$ cat src/include/csl_defs.vh
// Purpose: shared constants of the configuration switch loader
// Assumes: switch 1 is bit 7 of the switch word, switch 8 is bit 0
// Notes: down reads as 0, up reads as 1
`ifndef CSL_DEFS_VH
`define CSL_DEFS_VH

`define CSL_CLK_HZ        10000000
`define CSL_DEBOUNCE_US   10000
`define CSL_DEBOUNCE_CYC  (`CSL_DEBOUNCE_US * (`CSL_CLK_HZ / 1000000))

// set selector, switches 1 and 2
`define CSL_SEL_HI        7
`define CSL_SEL_LO        6
`define CSL_SET_ADDR      2'h0
`define CSL_SET_SERIAL    2'h1
`define CSL_SET_RSVD      2'h2
`define CSL_SET_BOOT      2'h3

// field positions inside the switch word
`define CSL_FLD_HI        5
`define CSL_BAUD_LO       3
`define CSL_DBITS_BIT     2
`define CSL_PAR_HI        1
`define CSL_SYS_BIT       4
// the service field spans switches 4 and 5; either one up keeps the firmware resident
`define CSL_SYS_ALT_BIT   3
`define CSL_FC_BIT        0

// stored set defaults after loss of the backed store
`define CSL_ADDR_RST      6'h16
`define CSL_SER_RST       6'h34

`define CSL_PAR_NONE      2'h0
`define CSL_PAR_ODD       2'h1
`define CSL_PAR_EVEN      2'h2

`define CSL_BAUD_1200     1200
`define CSL_BAUD_2400     2400
`define CSL_BAUD_4800     4800
`define CSL_BAUD_9600     9600
`define CSL_BAUD_14400    14400
`define CSL_BAUD_19200    19200
`define CSL_BAUD_38400    38400

// apb byte offsets
`define CSL_REG_STATUS    12'h000
`define CSL_REG_CTRL      12'h004
`define CSL_REG_ADDR      12'h008
`define CSL_REG_SERIAL    12'h00c
`define CSL_REG_TXDATA    12'h010
`define CSL_REG_RXDATA    12'h014
`define CSL_REG_MODEM     12'h018
`define CSL_REG_SWITCH    12'h01c

`define CSL_STAT_ERR_LO   9
`define CSL_CTRL_RST      2'h0

`endif

$ cat src/hw/csl_sw_sampler.v
// Purpose: one-shot debounced capture of the eight configuration switches
// Assumes: sw_in synchronous to core_clk
// Notes: after capture the value is frozen until the next reset
`timescale 1ns/1ps
`include "csl_defs.vh"
module csl_sw_sampler #(
	parameter DEBOUNCE_CYC = `CSL_DEBOUNCE_CYC
) (
	input  wire       core_clk,
	input  wire       sys_rst,
	input  wire [7:0] sw_in,
	output reg  [7:0] sw_val,
	output reg        sw_done
);
	reg [7:0]  last;
	reg [23:0] cnt;

	always @(posedge core_clk) begin
		if (sys_rst) begin
			last    <= 8'h00;
			cnt     <= 24'h000000;
			sw_val  <= 8'h00;
			sw_done <= 1'b0;
		end else if (!sw_done) begin
			if (sw_in != last) begin
				last <= sw_in;
				cnt  <= 24'h000000;
			end else if (cnt == DEBOUNCE_CYC[23:0] - 24'h000001) begin
				sw_val  <= last;
				sw_done <= 1'b1;
			end else begin
				cnt <= cnt + 24'h000001;
			end
		end
	end
endmodule // csl_sw_sampler

$ cat src/hw/csl_nv_store.v
// Purpose: battery-backed store of the bus address set and the serial set
// Assumes: nv_rst only on loss of the backing supply, not at power-up
// Notes: each set has its own write strobe
`timescale 1ns/1ps
`include "csl_defs.vh"
module csl_nv_store (
	input  wire       core_clk,
	input  wire       nv_rst,
	input  wire [1:0] set_we,
	input  wire [5:0] wdata,
	output wire [5:0] nv_addr,
	output wire [5:0] nv_ser
);
	reg [5:0] mem [0:1];

	genvar i;
	generate
		for (i = 0; i < 2; i = i + 1) begin : g_set
			// a set changes only on nv_rst or its own strobe, so the other set survives
			always @(posedge core_clk) begin
				if (nv_rst)
					mem[i] <= (i == 0) ? `CSL_ADDR_RST : `CSL_SER_RST;
				else if (set_we[i])
					mem[i] <= wdata;
			end
		end
	endgenerate

	assign nv_addr = mem[0];
	assign nv_ser  = mem[1];
endmodule // csl_nv_store

$ cat src/hw/csl_loader.v
// Purpose: power-up switch decode, set commit, serial dce port, apb registers
// Assumes: sys_rst is the power-on reset; all inputs synchronous to core_clk
// Notes: apb answers with no wait state; serial lines are logic level, 1 = asserted
// Operation
// - switches 1 and 2 pick address, serial, reserved or service boot set.
// - address set takes the bus address from switches 3 to 8.
// - switch changes commit to backed storage only at the next power-up.
// - a committed set persists until reselected, changed and power cycled.
// - committing one set leaves the other stored set untouched.
// - default bus address is 22, switch pattern 00010110.
// - down switch reads as 0, up switch reads as 1.
// - serial link uses only rts and cts hardware flow control.
// - serial set: switches 3-5 baud, 6 data width, 7-8 parity.
// - drive txd, dtr, rts; receive rxd, dcd, dsr, cts, ri as dce.
// - boot set: switch 4 or 5 stay resident, switch 8 forced cold start.
// - baud, data width and parity codes decode per the documented tables.
// - each character has exactly one start and one stop bit.
// - pattern 11000001 forces a cold start erasing methods, keeping logs.
// - pattern 11001000 keeps firmware resident with basic functions only.
`timescale 1ns/1ps
`include "csl_defs.vh"
module csl_loader #(
	parameter DEBOUNCE_CYC = `CSL_DEBOUNCE_CYC
) (
	input  wire        core_clk,
	input  wire        sys_rst,
	input  wire        nv_rst,
	input  wire [7:0]  sw_in,
	input  wire        psel,
	input  wire        penable,
	input  wire        pwrite,
	input  wire [11:0] paddr,
	input  wire [31:0] pwdata,
	output reg  [31:0] prdata,
	output wire        pready,
	output wire        pslverr,
	output reg         txd_out,
	output wire        dtr_out,
	output wire        rts_out,
	input  wire        rxd_in,
	input  wire        dcd_in,
	input  wire        dsr_in,
	input  wire        cts_in,
	input  wire        ri_in,
	output wire        cfg_ready,
	output wire [5:0]  bus_addr,
	output reg         stay_resident,
	output reg         cold_start_req
);
	localparam ST_SAMPLE = 2'h0;
	localparam ST_COMMIT = 2'h1;
	localparam ST_RUN    = 2'h2;

	reg  [1:0]  state;
	reg  [1:0]  next_state;
	wire [7:0]  sw_val;
	wire        sw_done;
	wire [5:0]  nv_ser;
	reg  [1:0]  set_we;
	reg  [1:0]  ctrl;
	reg         par_err;
	reg         frm_err;
	reg         ovr_err;

	csl_sw_sampler #(
		.DEBOUNCE_CYC(DEBOUNCE_CYC)
	) u_sampler (
		.core_clk(core_clk),
		.sys_rst (sys_rst),
		.sw_in   (sw_in),
		.sw_val  (sw_val),
		.sw_done (sw_done)
	);

	// switch word taken as-is: up = 1, switch 1 at bit 7
	wire [1:0] sel = sw_val[`CSL_SEL_HI:`CSL_SEL_LO];

	csl_nv_store u_store (
		.core_clk(core_clk),
		.nv_rst  (nv_rst),
		.set_we  (set_we),
		.wdata   (sw_val[`CSL_FLD_HI:0]),
		.nv_addr (bus_addr),
		.nv_ser  (nv_ser)
	);

	always @* begin
		next_state = state;
		set_we     = 2'h0;
		case (state)
			ST_SAMPLE: if (sw_done) next_state = ST_COMMIT;
			ST_COMMIT: begin
				// single write per power-up; reserved and boot sets store nothing
				set_we[0]  = (sel == `CSL_SET_ADDR);
				set_we[1]  = (sel == `CSL_SET_SERIAL);
				next_state = ST_RUN;
			end
			ST_RUN: next_state = ST_RUN;
			default: next_state = ST_SAMPLE;
		endcase
	end

	always @(posedge core_clk) begin
		if (sys_rst) begin
			state          <= ST_SAMPLE;
			stay_resident  <= 1'b0;
			cold_start_req <= 1'b0;
		end else begin
			state          <= next_state;
			cold_start_req <= 1'b0;
			if (state == ST_COMMIT && sel == `CSL_SET_BOOT) begin
				stay_resident  <= sw_val[`CSL_SYS_BIT] | sw_val[`CSL_SYS_ALT_BIT];
				cold_start_req <= sw_val[`CSL_FC_BIT];
			end
		end
	end

	assign cfg_ready = (state == ST_RUN);

	// serial settings from the stored set
	wire [2:0] baud_code = nv_ser[`CSL_FLD_HI:`CSL_BAUD_LO];
	wire       dbits8    = nv_ser[`CSL_DBITS_BIT];
	wire [1:0] par_mode  = nv_ser[`CSL_PAR_HI:0];
	// code 11 is undefined; treated as no parity
	wire       par_en    = (par_mode == `CSL_PAR_ODD) || (par_mode == `CSL_PAR_EVEN);
	wire [3:0] nbits     = 4'h9 + {3'h0, dbits8} + {3'h0, par_en};

	function [13:0] div_of;
		input [2:0] c;
		reg   [31:0] d;
		begin
			case (c)
				3'h1: d = `CSL_CLK_HZ / `CSL_BAUD_1200;
				3'h2: d = `CSL_CLK_HZ / `CSL_BAUD_2400;
				3'h3: d = `CSL_CLK_HZ / `CSL_BAUD_4800;
				3'h5: d = `CSL_CLK_HZ / `CSL_BAUD_14400;
				3'h6: d = `CSL_CLK_HZ / `CSL_BAUD_19200;
				3'h7: d = `CSL_CLK_HZ / `CSL_BAUD_38400;
				default: d = `CSL_CLK_HZ / `CSL_BAUD_9600;
			endcase
			div_of = d[13:0];
		end
	endfunction
	wire [13:0] div = div_of(baud_code);

	// apb decode
	wire acc    = psel && penable;
	wire wr     = acc && pwrite;
	wire hit_st = (paddr == `CSL_REG_STATUS);
	wire hit_tx = (paddr == `CSL_REG_TXDATA);
	wire hit_rx = (paddr == `CSL_REG_RXDATA);
	wire mapped = hit_st || hit_tx || hit_rx || (paddr == `CSL_REG_CTRL) ||
		(paddr == `CSL_REG_ADDR) || (paddr == `CSL_REG_SERIAL) ||
		(paddr == `CSL_REG_MODEM) || (paddr == `CSL_REG_SWITCH);
	assign pready  = 1'b1;
	assign pslverr = acc && !mapped;

	// transmitter: holding byte plus shifter
	reg  [7:0]  tx_hold;
	reg         tx_full;
	reg         tx_busy;
	reg  [10:0] tx_sh;
	reg  [3:0]  tx_left;
	reg  [13:0] tx_cnt;
	reg  [10:0] frm;
	wire        run   = cfg_ready;
	wire        pbit  = (dbits8 ? ^tx_hold : ^tx_hold[6:0]) ^ (par_mode == `CSL_PAR_ODD);

	always @* begin
		case ({dbits8, par_en})
			2'h0: frm = {3'h7, tx_hold[6:0], 1'b0};
			2'h1: frm = {2'h3, pbit, tx_hold[6:0], 1'b0};
			2'h2: frm = {2'h3, tx_hold, 1'b0};
			default: frm = {1'b1, pbit, tx_hold, 1'b0};
		endcase
	end

	wire tx_load = wr && hit_tx && !tx_full;
	wire tx_go   = run && tx_full && !tx_busy && cts_in;

	always @(posedge core_clk) begin
		if (sys_rst) begin
			tx_hold <= 8'h00;
			tx_full <= 1'b0;
			tx_busy <= 1'b0;
			tx_sh   <= 11'h7ff;
			tx_left <= 4'h0;
			tx_cnt  <= 14'h0000;
			txd_out <= 1'b1;
		end else begin
			if (tx_load) begin
				tx_hold <= pwdata[7:0];
				tx_full <= 1'b1;
			end
			if (tx_go) begin
				tx_full <= 1'b0;
				tx_busy <= 1'b1;
				tx_sh   <= {1'b1, frm[10:1]};
				txd_out <= frm[0];
				tx_left <= nbits - 4'h1;
				tx_cnt  <= div - 14'h0001;
			end else if (tx_busy) begin
				if (tx_cnt != 14'h0000) begin
					tx_cnt <= tx_cnt - 14'h0001;
				end else if (tx_left == 4'h0) begin
					tx_busy <= 1'b0;
				end else begin
					txd_out <= tx_sh[0];
					tx_sh   <= {1'b1, tx_sh[10:1]};
					tx_left <= tx_left - 4'h1;
					tx_cnt  <= div - 14'h0001;
				end
			end
		end
	end

	// receiver: mid-bit sampling from the start edge
	reg         rx_busy;
	reg         rx_fin;
	reg  [3:0]  rx_idx;
	reg  [13:0] rx_cnt;
	reg  [10:0] rx_sh;
	reg  [7:0]  rx_data;
	reg         rx_full;
	wire        rx_en   = run && ctrl[1];
	wire [10:0] rx_al   = rx_sh >> (4'hb - nbits);
	wire [7:0]  rx_byte = dbits8 ? rx_al[8:1] : {1'b0, rx_al[7:1]};
	wire        rx_par  = dbits8 ? rx_al[9] : rx_al[8];
	wire        rx_bad  = par_en &&
		((^rx_byte ^ rx_par) != (par_mode == `CSL_PAR_ODD));
	wire        rx_stop = rx_al[nbits - 4'h1];
	wire        rx_take = acc && !pwrite && hit_rx;
	wire        rx_put  = rx_fin && rx_stop && !rx_full;
	wire        err_clr = wr && hit_st;

	// rts stays low while the receive byte is unread
	assign rts_out = rx_en && !rx_full;
	assign dtr_out = ctrl[0];

	always @(posedge core_clk) begin
		if (sys_rst) begin
			rx_busy <= 1'b0;
			rx_fin  <= 1'b0;
			rx_idx  <= 4'h0;
			rx_cnt  <= 14'h0000;
			rx_sh   <= 11'h000;
			rx_data <= 8'h00;
			rx_full <= 1'b0;
			par_err <= 1'b0;
			frm_err <= 1'b0;
			ovr_err <= 1'b0;
		end else begin
			rx_fin <= 1'b0;
			if (!rx_busy) begin
				if (rx_en && !rxd_in) begin
					rx_busy <= 1'b1;
					rx_idx  <= 4'h0;
					rx_cnt  <= {1'b0, div[13:1]};
				end
			end else if (rx_cnt != 14'h0000) begin
				rx_cnt <= rx_cnt - 14'h0001;
			end else if (rx_idx == 4'h0 && rxd_in) begin
				rx_busy <= 1'b0;
			end else begin
				rx_sh  <= {rxd_in, rx_sh[10:1]};
				rx_cnt <= div - 14'h0001;
				rx_idx <= rx_idx + 4'h1;
				if (rx_idx == nbits - 4'h1) begin
					// leave at mid stop bit so a next start edge is caught
					rx_busy <= 1'b0;
					rx_fin  <= 1'b1;
				end
			end
			// a new byte arriving at the read wins over the clear
			if (rx_take)
				rx_full <= 1'b0;
			if (rx_fin && rx_stop && (!rx_full || rx_take)) begin
				rx_data <= rx_byte;
				rx_full <= 1'b1;
			end
			// sticky errors, write 1 to clear, set wins
			if (err_clr) begin
				par_err <= par_err && !pwdata[`CSL_STAT_ERR_LO];
				frm_err <= frm_err && !pwdata[`CSL_STAT_ERR_LO + 1];
				ovr_err <= ovr_err && !pwdata[`CSL_STAT_ERR_LO + 2];
			end
			if (rx_fin && rx_stop && rx_bad)
				par_err <= 1'b1;
			if (rx_fin && !rx_stop)
				frm_err <= 1'b1;
			if (rx_put == 1'b0 && rx_fin && rx_stop && rx_full && !rx_take)
				ovr_err <= 1'b1;
		end
	end

	// control register
	always @(posedge core_clk) begin
		if (sys_rst)
			ctrl <= `CSL_CTRL_RST;
		else if (wr && paddr == `CSL_REG_CTRL)
			ctrl <= pwdata[1:0];
	end

	// read data registered in the setup cycle, valid through the access cycle
	wire [31:0] stat = {20'h00000, ovr_err, frm_err, par_err, rx_full, tx_busy,
		tx_full, (sel == `CSL_SET_RSVD), cold_start_req, stay_resident,
		cfg_ready, sel};
	reg  [31:0] rd_mux;

	always @* begin
		case (paddr)
			`CSL_REG_STATUS: rd_mux = stat;
			`CSL_REG_CTRL:   rd_mux = {30'h00000000, ctrl};
			`CSL_REG_ADDR:   rd_mux = {26'h0000000, bus_addr};
			`CSL_REG_SERIAL: rd_mux = {26'h0000000, nv_ser};
			`CSL_REG_RXDATA: rd_mux = {24'h000000, rx_data};
			`CSL_REG_MODEM:  rd_mux = {28'h0000000, ri_in, cts_in, dsr_in, dcd_in};
			`CSL_REG_SWITCH: rd_mux = {24'h000000, sw_val};
			default:         rd_mux = 32'h00000000;
		endcase
	end

	always @(posedge core_clk) begin
		if (sys_rst)
			prdata <= 32'h00000000;
		else if (psel && !penable)
			prdata <= rd_mux;
	end
endmodule // csl_loader

$ cat config.mk
export PLATFORM = sky130hd
export DESIGN_NAME = csl_loader
export DESIGN_NICKNAME = d
export VERILOG_FILES = /design/src/hw/csl_sw_sampler.v /design/src/hw/csl_nv_store.v /design/src/hw/csl_loader.v
export VERILOG_INCLUDE_DIRS = /design/src /design/src/include
export SDC_FILE = /design/constraint.sdc
export NUM_CORES = 1
export LEC_CHECK = 0
export BUFFER_PORTS_ARGS = -buffer_cell sky130_fd_sc_hd__buf_4
export CAP_MARGIN = 30
export CORE_ASPECT_RATIO = 0.5
export CORE_MARGIN = 3
export CORE_UTILIZATION = 57
export CTS_CLUSTER_SIZE = 10
export DETAILED_ROUTE_END_ITERATION = 10
export GPL_TIMING_DRIVEN = 0
export PLACE_DENSITY_LB_ADDON = 0.2
export RECOVER_POWER = 100
export SYNTH_ARGS = -nofsm -noshare
export SYNTH_HDL_FRONTEND = slang
export SYNTH_SLANG_ARGS = --single-unit
$ cat constraint.sdc
create_clock -name core_clk -period 7.4 [get_ports core_clk]
set_input_delay 0.74 -clock core_clk [delete_from_list [all_inputs] [get_ports core_clk]]
set_output_delay 0.74 -clock core_clk [all_outputs]
set_load 0.005 [all_outputs]
==> results of run 1 <==
==> layer usage <==
metal | wire [µm] | global-route usage | part of all wire | up-vias
li1 | - | - | - | 3624
met1 | 10000 | 0.406 | 0.44 | 3648
met2 | 10000 | 0.433 | 0.44 | 384
met3 | 2480 | 0.0739 | 0.11 | 47
met4 | 369 | 0.0830 | 0.016 | 0
met5 | 0 | 0 | 0 | -
==> synth_stat cells (all sizes together) (3+ instances only) <==
| master | instances |
|---|---|
| mux2 | 11 |
| o211ai | 3 |
| nand3 | 30 |
| and2 | 9 |
| xor2 | 13 |
| nand2 | 86 |
| a21oi | 51 |
| inv | 23 |
| nand4b | 4 |
| and3 | 6 |
| ha | 16 |
| mux4 | 9 |
| a221oi | 5 |
| o21ai | 41 |
| nand2b | 20 |
| nor3 | 39 |
| a211oi | 7 |
| nor4b | 4 |
| buf | 34 |
| nor2 | 151 |
| or2 | 12 |
| a22oi | 17 |
| o22ai | 8 |
| a21o | 3 |
| dfxtp | 139 |
| o311ai | 4 |
| edfxtp | 12 |
| or4 | 8 |
| a31oi | 10 |
| nor3b | 9 |
| clkbuf | 42 |
| nor4 | 15 |
| or3 | 5 |
| mux2i | 39 |
| nor2b | 14 |
| nand4 | 12 |
| xnor2 | 46 |
==> cell type report <==
type | instances | share of cell area
inverter | 23 | 0.00895
timing repair buffer | 66 | 0.0483
clock buffer | 20 | 0.0473
multi-input combinational | 755 | 0.488
buffer | 76 | 0.0407
clock inverter | 12 | 0.0157
sequential | 151 | 0.326
tap | 192 | 0.0249
==> stage by stage <==
| stage | instance area [µm²] | instances | setup slack [ns] | utilization |
|---|---|---|---|---|
| 6_report | 9650 | 1295 | 3.66 | 0.695 |
| 3_5_place_dp | 9110 | 1263 | 4.31 | 0.656 |
| 4_1_cts | 9720 | 1295 | 4.26 | 0.700 |
| 2_1_floorplan | 8380 | 1005 | 4.70 | - |
| 3_3_place_gp | 9100 | 1261 | 4.35 | 0.655 |
| 5_1_grt | 9650 | 1295 | 3.44 | 0.695 |
==> worst paths after layout <==
check / endpoint / slack [ns] / from / cells past startpoint
worst max-delay path: rx_data[7] / 3.66 / u_store.mem[1][0] / 11
worst min-delay path: prdata[11] / 0.46 / prdata[11] / 2
worst max register to register: rx_data[7] / 3.66 / u_store.mem[1][0] / 11
worst min register to register: prdata[11] / 0.46 / prdata[11] / 2
==> state kept, by name, indices dropped and copies added (netlist names), 2 cells and up <==
register and cells:
u_sampler.cnt 24, rx_cnt 14, rx_sh 10, u_sampler.last 8, tx_hold 8, u_store.mem 12
rx_data 8, u_sampler.sw_val 8, prdata 12, rx_idx 4, ctrl 2, tx_cnt 14
tx_sh 9, state 2, tx_left 4
==> report_power, final <==
part	switching (mW)	internal, mW	leakage (nW)
combinational	0.0906	0.0711	2.14
clock	0.361	0.548	0.296
sequential	0.0100	0.839	1.23
==> critical path, cell delays in order, from the launching register on <==
cell and delay, ns:
edfxtp_1 0.41, ha_1 0.42, ha_1 0.18, clkbuf_1 0.39, clkbuf_1 0.55, xor2_1 0.16, a22oi_1 0.31, nand2b_1 0.21
nand2b_1 0.12, clkbuf_1 0.43, mux2_2 0.40, nor2_1 0.10
==> cells by family (layout without fill, tap and decap cells) <==
family | Yosys count | in the layout | share of synthesized area
xor+xnor | 61 | 61 | 0.0676
fa+ha+maj | 16 | 16 | 0.0241
compound gates | 165 | 165 | 0.125
mux | 59 | 59 | 0.0863
flops | 151 | 151 | 0.378
other cells | 2 | 21 | 0.000904
buf+inv | 99 | 197 | 0.0605
simple gates | 433 | 433 | 0.257
==> impl_results.md, run 1 <==
* Flops & latches, synth at 151
* CTS sink cnt at 151
* Register area at 3140 µm²
* Crit start category: flop
* Yosys top cell area share at 0.335
* Synth async-reset ratio at 0
* Average wire per standard cell at 17.7 µm
* Number of global-route vias before repair at 7214
* Die Wd at 177 µm
* Die area at 16200 µm²
* Slew Viols, Final at 0
* Post-layout minimum cycle time at 3.74 ns
* Dominant cells by area after synthesis: dfxtp_1 (33%), nor2_1 (6.8%), xnor2_1 (4.8%)
* Commonest non-fill, non-tap cell in the layout: nor2_1
* Layout area overhead at 16.1%
* Max VDD drop at 0.180 mV
* Fin crit share at 0.505
* Sum Neg Setup Slack at 0 ns
* DRT Wirelength at 22.9 mm
* Hold Crit Class: reg2reg
* Number of setup buffers added after CTS at 0
* PnR Total Power at 1.92 mW
* Global-route wire length before repair at 37.0 mm
* Starting density of the core at 0.598
* Mapped Area at 8310 µm²
* Final Setup Violations at 0
* Post-synthesis sequential area ratio at 0.378
* Antenna viol nets, final at 0
* Root buffer cell: clkbuf_16
* Post-synth EDFFs at 12
* Hold buffers post-CTS at 0
* Synth unique cells at 74
* Area leader, netlist: dfxtp_1
* Cell count after synthesis at 986
* P_leak at 3.67 nW
* Final Hold Vio Count at 0
* Largest net degree at the start of global routing at 17
* Slew of the pin with the lowest slew margin at 1.43 ns
* GR Util All Layers at 0.287
* Synth Warn # at 0
* Top Ports at 109
* Initial DRC Count at 772
* Core ar. at 13900 µm²
* Max Cap Viol at 0
* CTS H-tree depth at 4
* Antenna violations before repair at 0
* Arrival time worst endpoint at 4.09 ns
* Worst-skew pair later-pin latency at 0.43 ns
* Filler cell count at 1127
* CP Data Required Time at 7.75 ns
* CTS resizes at 0
* Most frequent cells in the layout: nor2_1 (150), dfxtp_1 (139), nand2_1 (86)
* Hold WS at 0.456 ns
* # diodes at 0
* Area occupied by multi-input gates at 4710 µm²
* Setup CP Type: reg2reg
* Die span in y at 91.4 µm
* Clock-pin slew on the worst setup and hold paths at 0.06 ns
* FMAX at 267 MHz
* Residual DRC at 0
* RSZ-0062 raised after global routing: false
* CP max FO at 10
* Crit end category: flop
* PortBufs at 64
* DP HPWL at 16.6 mm
* Final #Nets at 1169
* Via count of the routed design at 7703
* # rows at 30
* CTS tree: yes
* Num CTS Buffers at 17
* First-pass detailed-route iteration total at 6
* Clk buf depth at 2
* Grt ovf at 0
* Slew headroom at 0.0383
* Syn Area/Cell at 8.43 µm²
* PD cells at 199 nW/µm²
* Share of layout cells above drive strength 1 at 0.138
* Outcome: complete, no violations
* Via density at 5.95
* Most used DFF post-synth: dfxtp_1
* Worst Skew at 0.0133 ns
* Final RePlAce weighted congestion at 0.928
Note: power is estimated with default switching activity, not from simulation.
==> run 2: changes to the inputs <==
clock period = 3.8 ns   (was 7.4 ns; I/O delays follow)
==> impl_results.md, run 2 (same netlist as run 1, synthesis figures left out) <==
* Arrival time worst endpoint at 3.62 ns
* Root buffer cell: clkbuf_16
* CP Data Required Time at 4.12 ns
* Starting density of the core at 0.598
* Core ar. at 13900 µm²
* PD cells at 387 nW/µm²
* Hold buffers post-CTS at 0
* Slew headroom at 0.389
* Layout area overhead at 16.4%
* Regs by FF count: u_sampler.cnt (24), rx_cnt (14), tx_cnt (14)
* Die Wd at 177 µm
* Average wire per standard cell at 17.6 µm
* Slew Viols, Final at 0
* Most flops, register: u_sampler.cnt
* WP buf/inv at 2
* Setup ws final at 0.495 ns
* Share of layout cells above drive strength 1 at 0.143
* P_leak at 3.69 nW
* Die span in y at 91.4 µm
* First-pass detailed-route iteration total at 5
* Number of setup buffers added after CTS at 0
* Largest net degree at the start of global routing at 17
* Launch point of the worst path: u_store.mem[1][0]
* CP max FO at 10
* Max VDD drop at 0.353 mV
* Clock-pin slew on the worst setup and hold paths at 0.06 ns
* Final #Nets at 1169
* RSZ-0062 raised after global routing: false
* RR Startpoint: u_store.mem[1][0]
* Global-route wire length before repair at 37.0 mm
* # rows at 30
* Clk buf depth at 2
* Post-layout minimum cycle time at 3.30 ns
* Via density at 5.96
* DP HPWL at 16.6 mm
* Worst Skew at 0.0136 ns
* Crit end category: flop
* Slew of the pin with the lowest slew margin at 0.913 ns
* Met2 usage in global routing at 0.433
* Antenna violations before repair at 0
* Die area at 16200 µm²
* FMAX at 303 MHz
* CP max-delay cell: mux4_2
* Most frequent cells in the layout: nor2_1 (150), dfxtp_1 (139), nand2_1 (86)
* Residual DRC at 0
* Antenna viol nets, final at 0
* CTS resizes at 0
* Hold WS at 0.196 ns
* Crit start category: flop
* PortBufs at 64
* Hold Crit Class: in2reg
* Final Setup Violations at 0
* Number of global-route vias before repair at 7214
* GR Util All Layers at 0.287
* PnR Total Power at 3.74 mW
* Routing usage on met3 at 0.0739
* Max reg flops at 24
* CTS H-tree depth at 4
* Via count of the routed design at 7723
* Slowest cell delay on critical path at 0.62 ns
* Outcome: complete, no violations
* Top Ports at 109
* DP Worst Slack at 0.709 ns
* Commonest non-fill, non-tap cell in the layout: nor2_1
* Reg-to-reg slack, setup at 0.50 ns
* Hold wc startpoint: pwdata[2]
* Final Hold Vio Count at 0
* CP top delay family: buffers and inverters
* Num CTS Buffers at 17
* Crit-path cells: ha_1, ha_1, buf_2, clkbuf_1, mux4_2, xnor2_1, xnor2_1, xnor3_1, o41ai_1
* Sum Neg Setup Slack at 0 ns
* Initial DRC Count at 746
* Setup CP Type: reg2reg
* Final RePlAce weighted congestion at 0.928
* Max Cap Viol at 0
* Grt ovf at 0
* CTS sink cnt at 151
* Busiest grt layer: met2
* GR Util met1 at 0.406
* Worst-skew pair later-pin latency at 0.43 ns
* # diodes at 0
* Fin crit share at 0.870
* DRT Wirelength at 22.8 mm
* CTS tree: yes
run 2: cell type report:
class	count	area [µm²]
Tap cell	192	240
Multi-Input combinational cell	755	4720
Clock buffer	20	457
Timing Repair Buffer	66	469
Sequential cell	151	3140
Clock inverter	12	151
Fill cell	1123	4220
Inverter	23	86.3
Buffer	76	398
run 2: worst paths after layout:
kind / to / cells past startpoint
worst max register to register: par_err / 9
worst min-delay path: tx_hold[2] / 3
worst max-delay path: par_err / 9
worst min register to register: prdata[9] / 2
run 2: metal layers:
layer / part of all wire / wire, µm
met1: 0.44 / 10100
met2: 0.44 / 10000
met3: 0.10 / 2370
met4: 0.017 / 379
met5: 0 / 0
run 2: report_power, final:
group,leakage (nW),internal [mW],switching [mW]
Clock,0.296,1.07,0.704
Combinational,2.17,0.140,0.178
Sequential,1.23,1.63,0.0195
Total,3.69,2.84,0.901
run 2: worst register-to-register path, cell delays in order (launching register included):
cell,delay [ns]
edfxtp_1,0.41
ha_1,0.41
ha_1,0.17
buf_2,0.21
clkbuf_1,0.51
mux4_2,0.63
xnor2_1,0.23
xnor2_1,0.15
xnor3_1,0.23
o41ai_1,0.25
run 2: metrics by stage:
stage	cells	utilization	cell area, µm²
finish	1295	0.696	9670
global route	1295	0.696	9670
CTS	1295	0.700	9720
detailed placement	1263	0.656	9110
global placement	1261	0.655	9100
floorplan	1005	-	8380
==> run 3: changes to the inputs <==
ABC_AREA = 1   (was default)
SLEW_MARGIN = 20   (was default)
==> impl_results.md, run 3 <==
* Crit start category: flop
* Number of setup buffers added after CTS at 0
* Final #Nets at 1450
* Cell Int Power at 2.76 mW
* # rows at 31
* DP HPWL at 19.1 mm
* Cell Count Post-Placement at 1550
* Worst Skew at 0.0129 ns
* Fin crit share at 0.832
* Slew headroom at 0.395
* Final Setup Violations at 0
* Comb power frac at 0.077
* Clock share of power at 0.474
* Cell count after synthesis at 1267
* Die Wd at 181 µm
* Synth unique cells at 54
* CTS tree: yes
* Compound-gate portion of the synthesized area at 0.175
* Die span in y at 93.6 µm
* Via count of the routed design at 8954
* Arrival time worst endpoint at 3.52 ns
* Yosys top cell area share at 0.318
* Crit end category: flop
* CP Data Required Time at 4.16 ns
* Most used DFF post-synth: dfxtp_1
* Global-route wire length before repair at 41.3 mm
* Core ar. at 14700 µm²
* Initial DRC Count at 845
* Max reg flops at 24
* Most frequent cells after synthesis: nand2_1 (274), nor2_1 (144), dfxtp_1 (139), inv_1 (123), o21ai_0 (99)
* Antenna viol nets, final at 0
* DRT Wirelength at 25.5 mm
* Hold Crit Class: in2reg
* Final Cell Area at 10100 µm²
* CP max FO at 10
* Synth Area in XOR/XNOR at 0.0510
* CTS H-tree depth at 4
* Root buffer cell: clkbuf_16
* Net Sw Frac at 0.252
* Final Hold Vio Count at 0
* Average wire per standard cell at 16.1 µm
* Post-synth EDFFs at 12
* Share of layout cells above drive strength 1 at 0.109
* Slew of the pin with the lowest slew margin at 0.899 ns
* PortBufs at 66
* Dominant cells by area after synthesis: dfxtp_1 (32%), nand2_1 (12%), nor2_1 (6.2%)
* Sum Neg Setup Slack at 0 ns
* Top Ports at 109
* Hold WS at 0.185 ns
* Regs by FF count: u_sampler.cnt (24), rx_cnt (14), tx_cnt (14)
* Largest net degree at the start of global routing at 17
* Reg power frac at 0.449
* Antenna violations before repair at 0
* CP top delay family: buffers and inverters
* PD cells at 367 nW/µm²
* Area leader, netlist: dfxtp_1
* Count leader, synth: nand2_1
* Main combinational cell family by area after synthesis: simple AND/OR/NAND/NOR gates
* Fraction of the mapped netlist area in adder cells at 0.0229
* Setup CP Type: reg2reg
* Num CTS Buffers at 17
* WP buf/inv at 5
* Syn Area/Cell at 6.91 µm²
* Number of global-route vias before repair at 8432
* GR Util All Layers at 0.303
* Worst-skew pair later-pin latency at 0.44 ns
* First-pass detailed-route iteration total at 6
* Flops & latches, synth at 151
* RSZ-0062 raised after global routing: false
* Hold buffers post-CTS at 0
* Post-synthesis sequential area ratio at 0.359
* Synth async-reset ratio at 0
* Slowest cell delay on critical path at 0.43 ns
* Mux contribution to synthesized area at 0
* Slew Viols, Final at 0
* Post-synthesis simple-gate area fraction at 0.289
* Grt ovf at 0
* Mapped Area at 8750 µm²
* CTS resizes at 0
* Outcome: complete, no violations
* Critical Path Most Common Cell: nand2_1
* # diodes at 0
* Max Cap Viol at 0
* Final Non-Filler Cells at 1582
* Post-layout minimum cycle time at 3.16 ns
* Commonest non-fill, non-tap cell in the layout: nand2_1
* Die area at 17000 µm²
* P_leak at 4.35 nW
* Switching pwr at 0.930 mW
* Filler cell count at 1328
* Most flops, register: u_sampler.cnt
* Post-Place Cell Area at 9570 µm²
* Crit-path cells: ha_1, inv_1, ha_1, clkbuf_1, inv_2, clkbuf_1, nand2_1, nand3_1, nand2_1, nand2_1, nand4_1, nand2_1, nand2_4, nor2_8, buf_12, o21ai_2, a21oi_1
* Via density at 5.66
* Clock-pin slew on the worst setup and hold paths at 0.07 ns
* Final RePlAce weighted congestion at 0.979
* Starting density of the core at 0.594
* Synth Warn # at 0
* Residual DRC at 0
* FMAX at 316 MHz
* Most frequent cells in the layout: nand2_1 (279), nor2_1 (146), dfxtp_1 (139)
* CP max-delay cell: edfxtp_1
* CTS sink cnt at 151
* Max VDD drop at 0.363 mV
* Layout area overhead at 14.9%
* Clk buf depth at 2
run 3: changes by cell type in the layout (fill, tap and decap cells not counted), moves of 19 or more:
cell / previous run / this run
a21oi_1: 51 / 85
xnor2_1: 46 / 19
nand2b_1: 20 / 0
o21ai_0: 41 / 107
nand2_1: 86 / 279
inv_1: 23 / 129
a211oi_1: 6 / 26
xor2_1: 13 / 32
nand3_1: 30 / 75
mux2i_1: 39 / 0
run 3: path summary, 6_finish.rpt:
| kind | start | endpoint | slack, ns | cells after the start |
|---|---|---|---|---|
| worst min register to register | frm_err | prdata[10] | 0.46 | 2 |
| worst min-delay path | sw_in[1] | u_sampler.last[1] | 0.18 | 3 |
| worst max-delay path | u_store.mem[1][0] | rx_data[7] | 0.64 | 17 |
| worst max register to register | u_store.mem[1][0] | rx_data[7] | 0.64 | 17 |
run 3: final cells by class:
| type | count | area (µm²) | area share |
|---|---|---|---|
| Buffer | 66 | 353 | 0.0351 |
| Clock inverter | 13 | 141 | 0.0141 |
| Tap cell | 198 | 248 | 0.0246 |
| Multi-Input combinational cell | 932 | 4730 | 0.471 |
| Clock buffer | 19 | 454 | 0.0451 |
| Sequential cell | 151 | 3140 | 0.312 |
| Timing Repair Buffer | 66 | 473 | 0.0470 |
| Inverter | 137 | 514 | 0.0511 |
run 3: power by group through the flow:
| stage | logic (mW) | clock network (mW) | registers, mW |
|---|---|---|---|
| after CTS | 0.285 | 1.76 | 1.65 |
| after detailed placement | 0.281 | 0 | 1.69 |
| after global placement | 0.273 | 0 | 1.69 |
| after floorplan | 0.160 | 0 | 1.68 |
| final | 0.283 | 1.75 | 1.66 |
| after global routing | 0.315 | 1.82 | 1.66 |
run 3: kinds of logic after synthesis:
logic type / count (synthesis)
other: 2
AND/OR/NAND/NOR: 576
flip-flops: 151
adder cells (fa/ha/maj): 16
XOR/XNOR: 51
buffers and inverters: 203
AO/OA/AOI/OAI: 268
run 3: metal layers:
metal  routed length, µm  vias up  GRT usage
li1                    -     4360          -
met1               11200     4107      0.398
met2               11000      421      0.468
met3                2560       66     0.0952
met4                 742        0      0.120
met5                   0        -          0
run 3: worst register-to-register path, cell delays in order, from the launching register on:
cell and delay (ns):
edfxtp_1 0.43, ha_1 0.38, inv_1 0.09, ha_1 0.27, clkbuf_1 0.18, inv_2 0.10
clkbuf_1 0.40, nand2_1 0.10, nand3_1 0.08, nand2_1 0.12, nand2_1 0.09, nand4_1 0.12
nand2_1 0.14, nand2_4 0.10, nor2_8 0.13, buf_12 0.14, o21ai_2 0.05, a21oi_1 0.16
run 3: per-stage QoR:
stage	total power [mW]	utilization	worst slack (ns)
4_1_cts	3.70	0.690	0.999
2_1_floorplan	1.84	-	1.45
6_report	3.69	0.683	0.638
5_1_grt	3.80	0.683	0.395
3_3_place_gp	1.96	0.649	1.01
3_5_place_dp	1.97	0.649	1.04
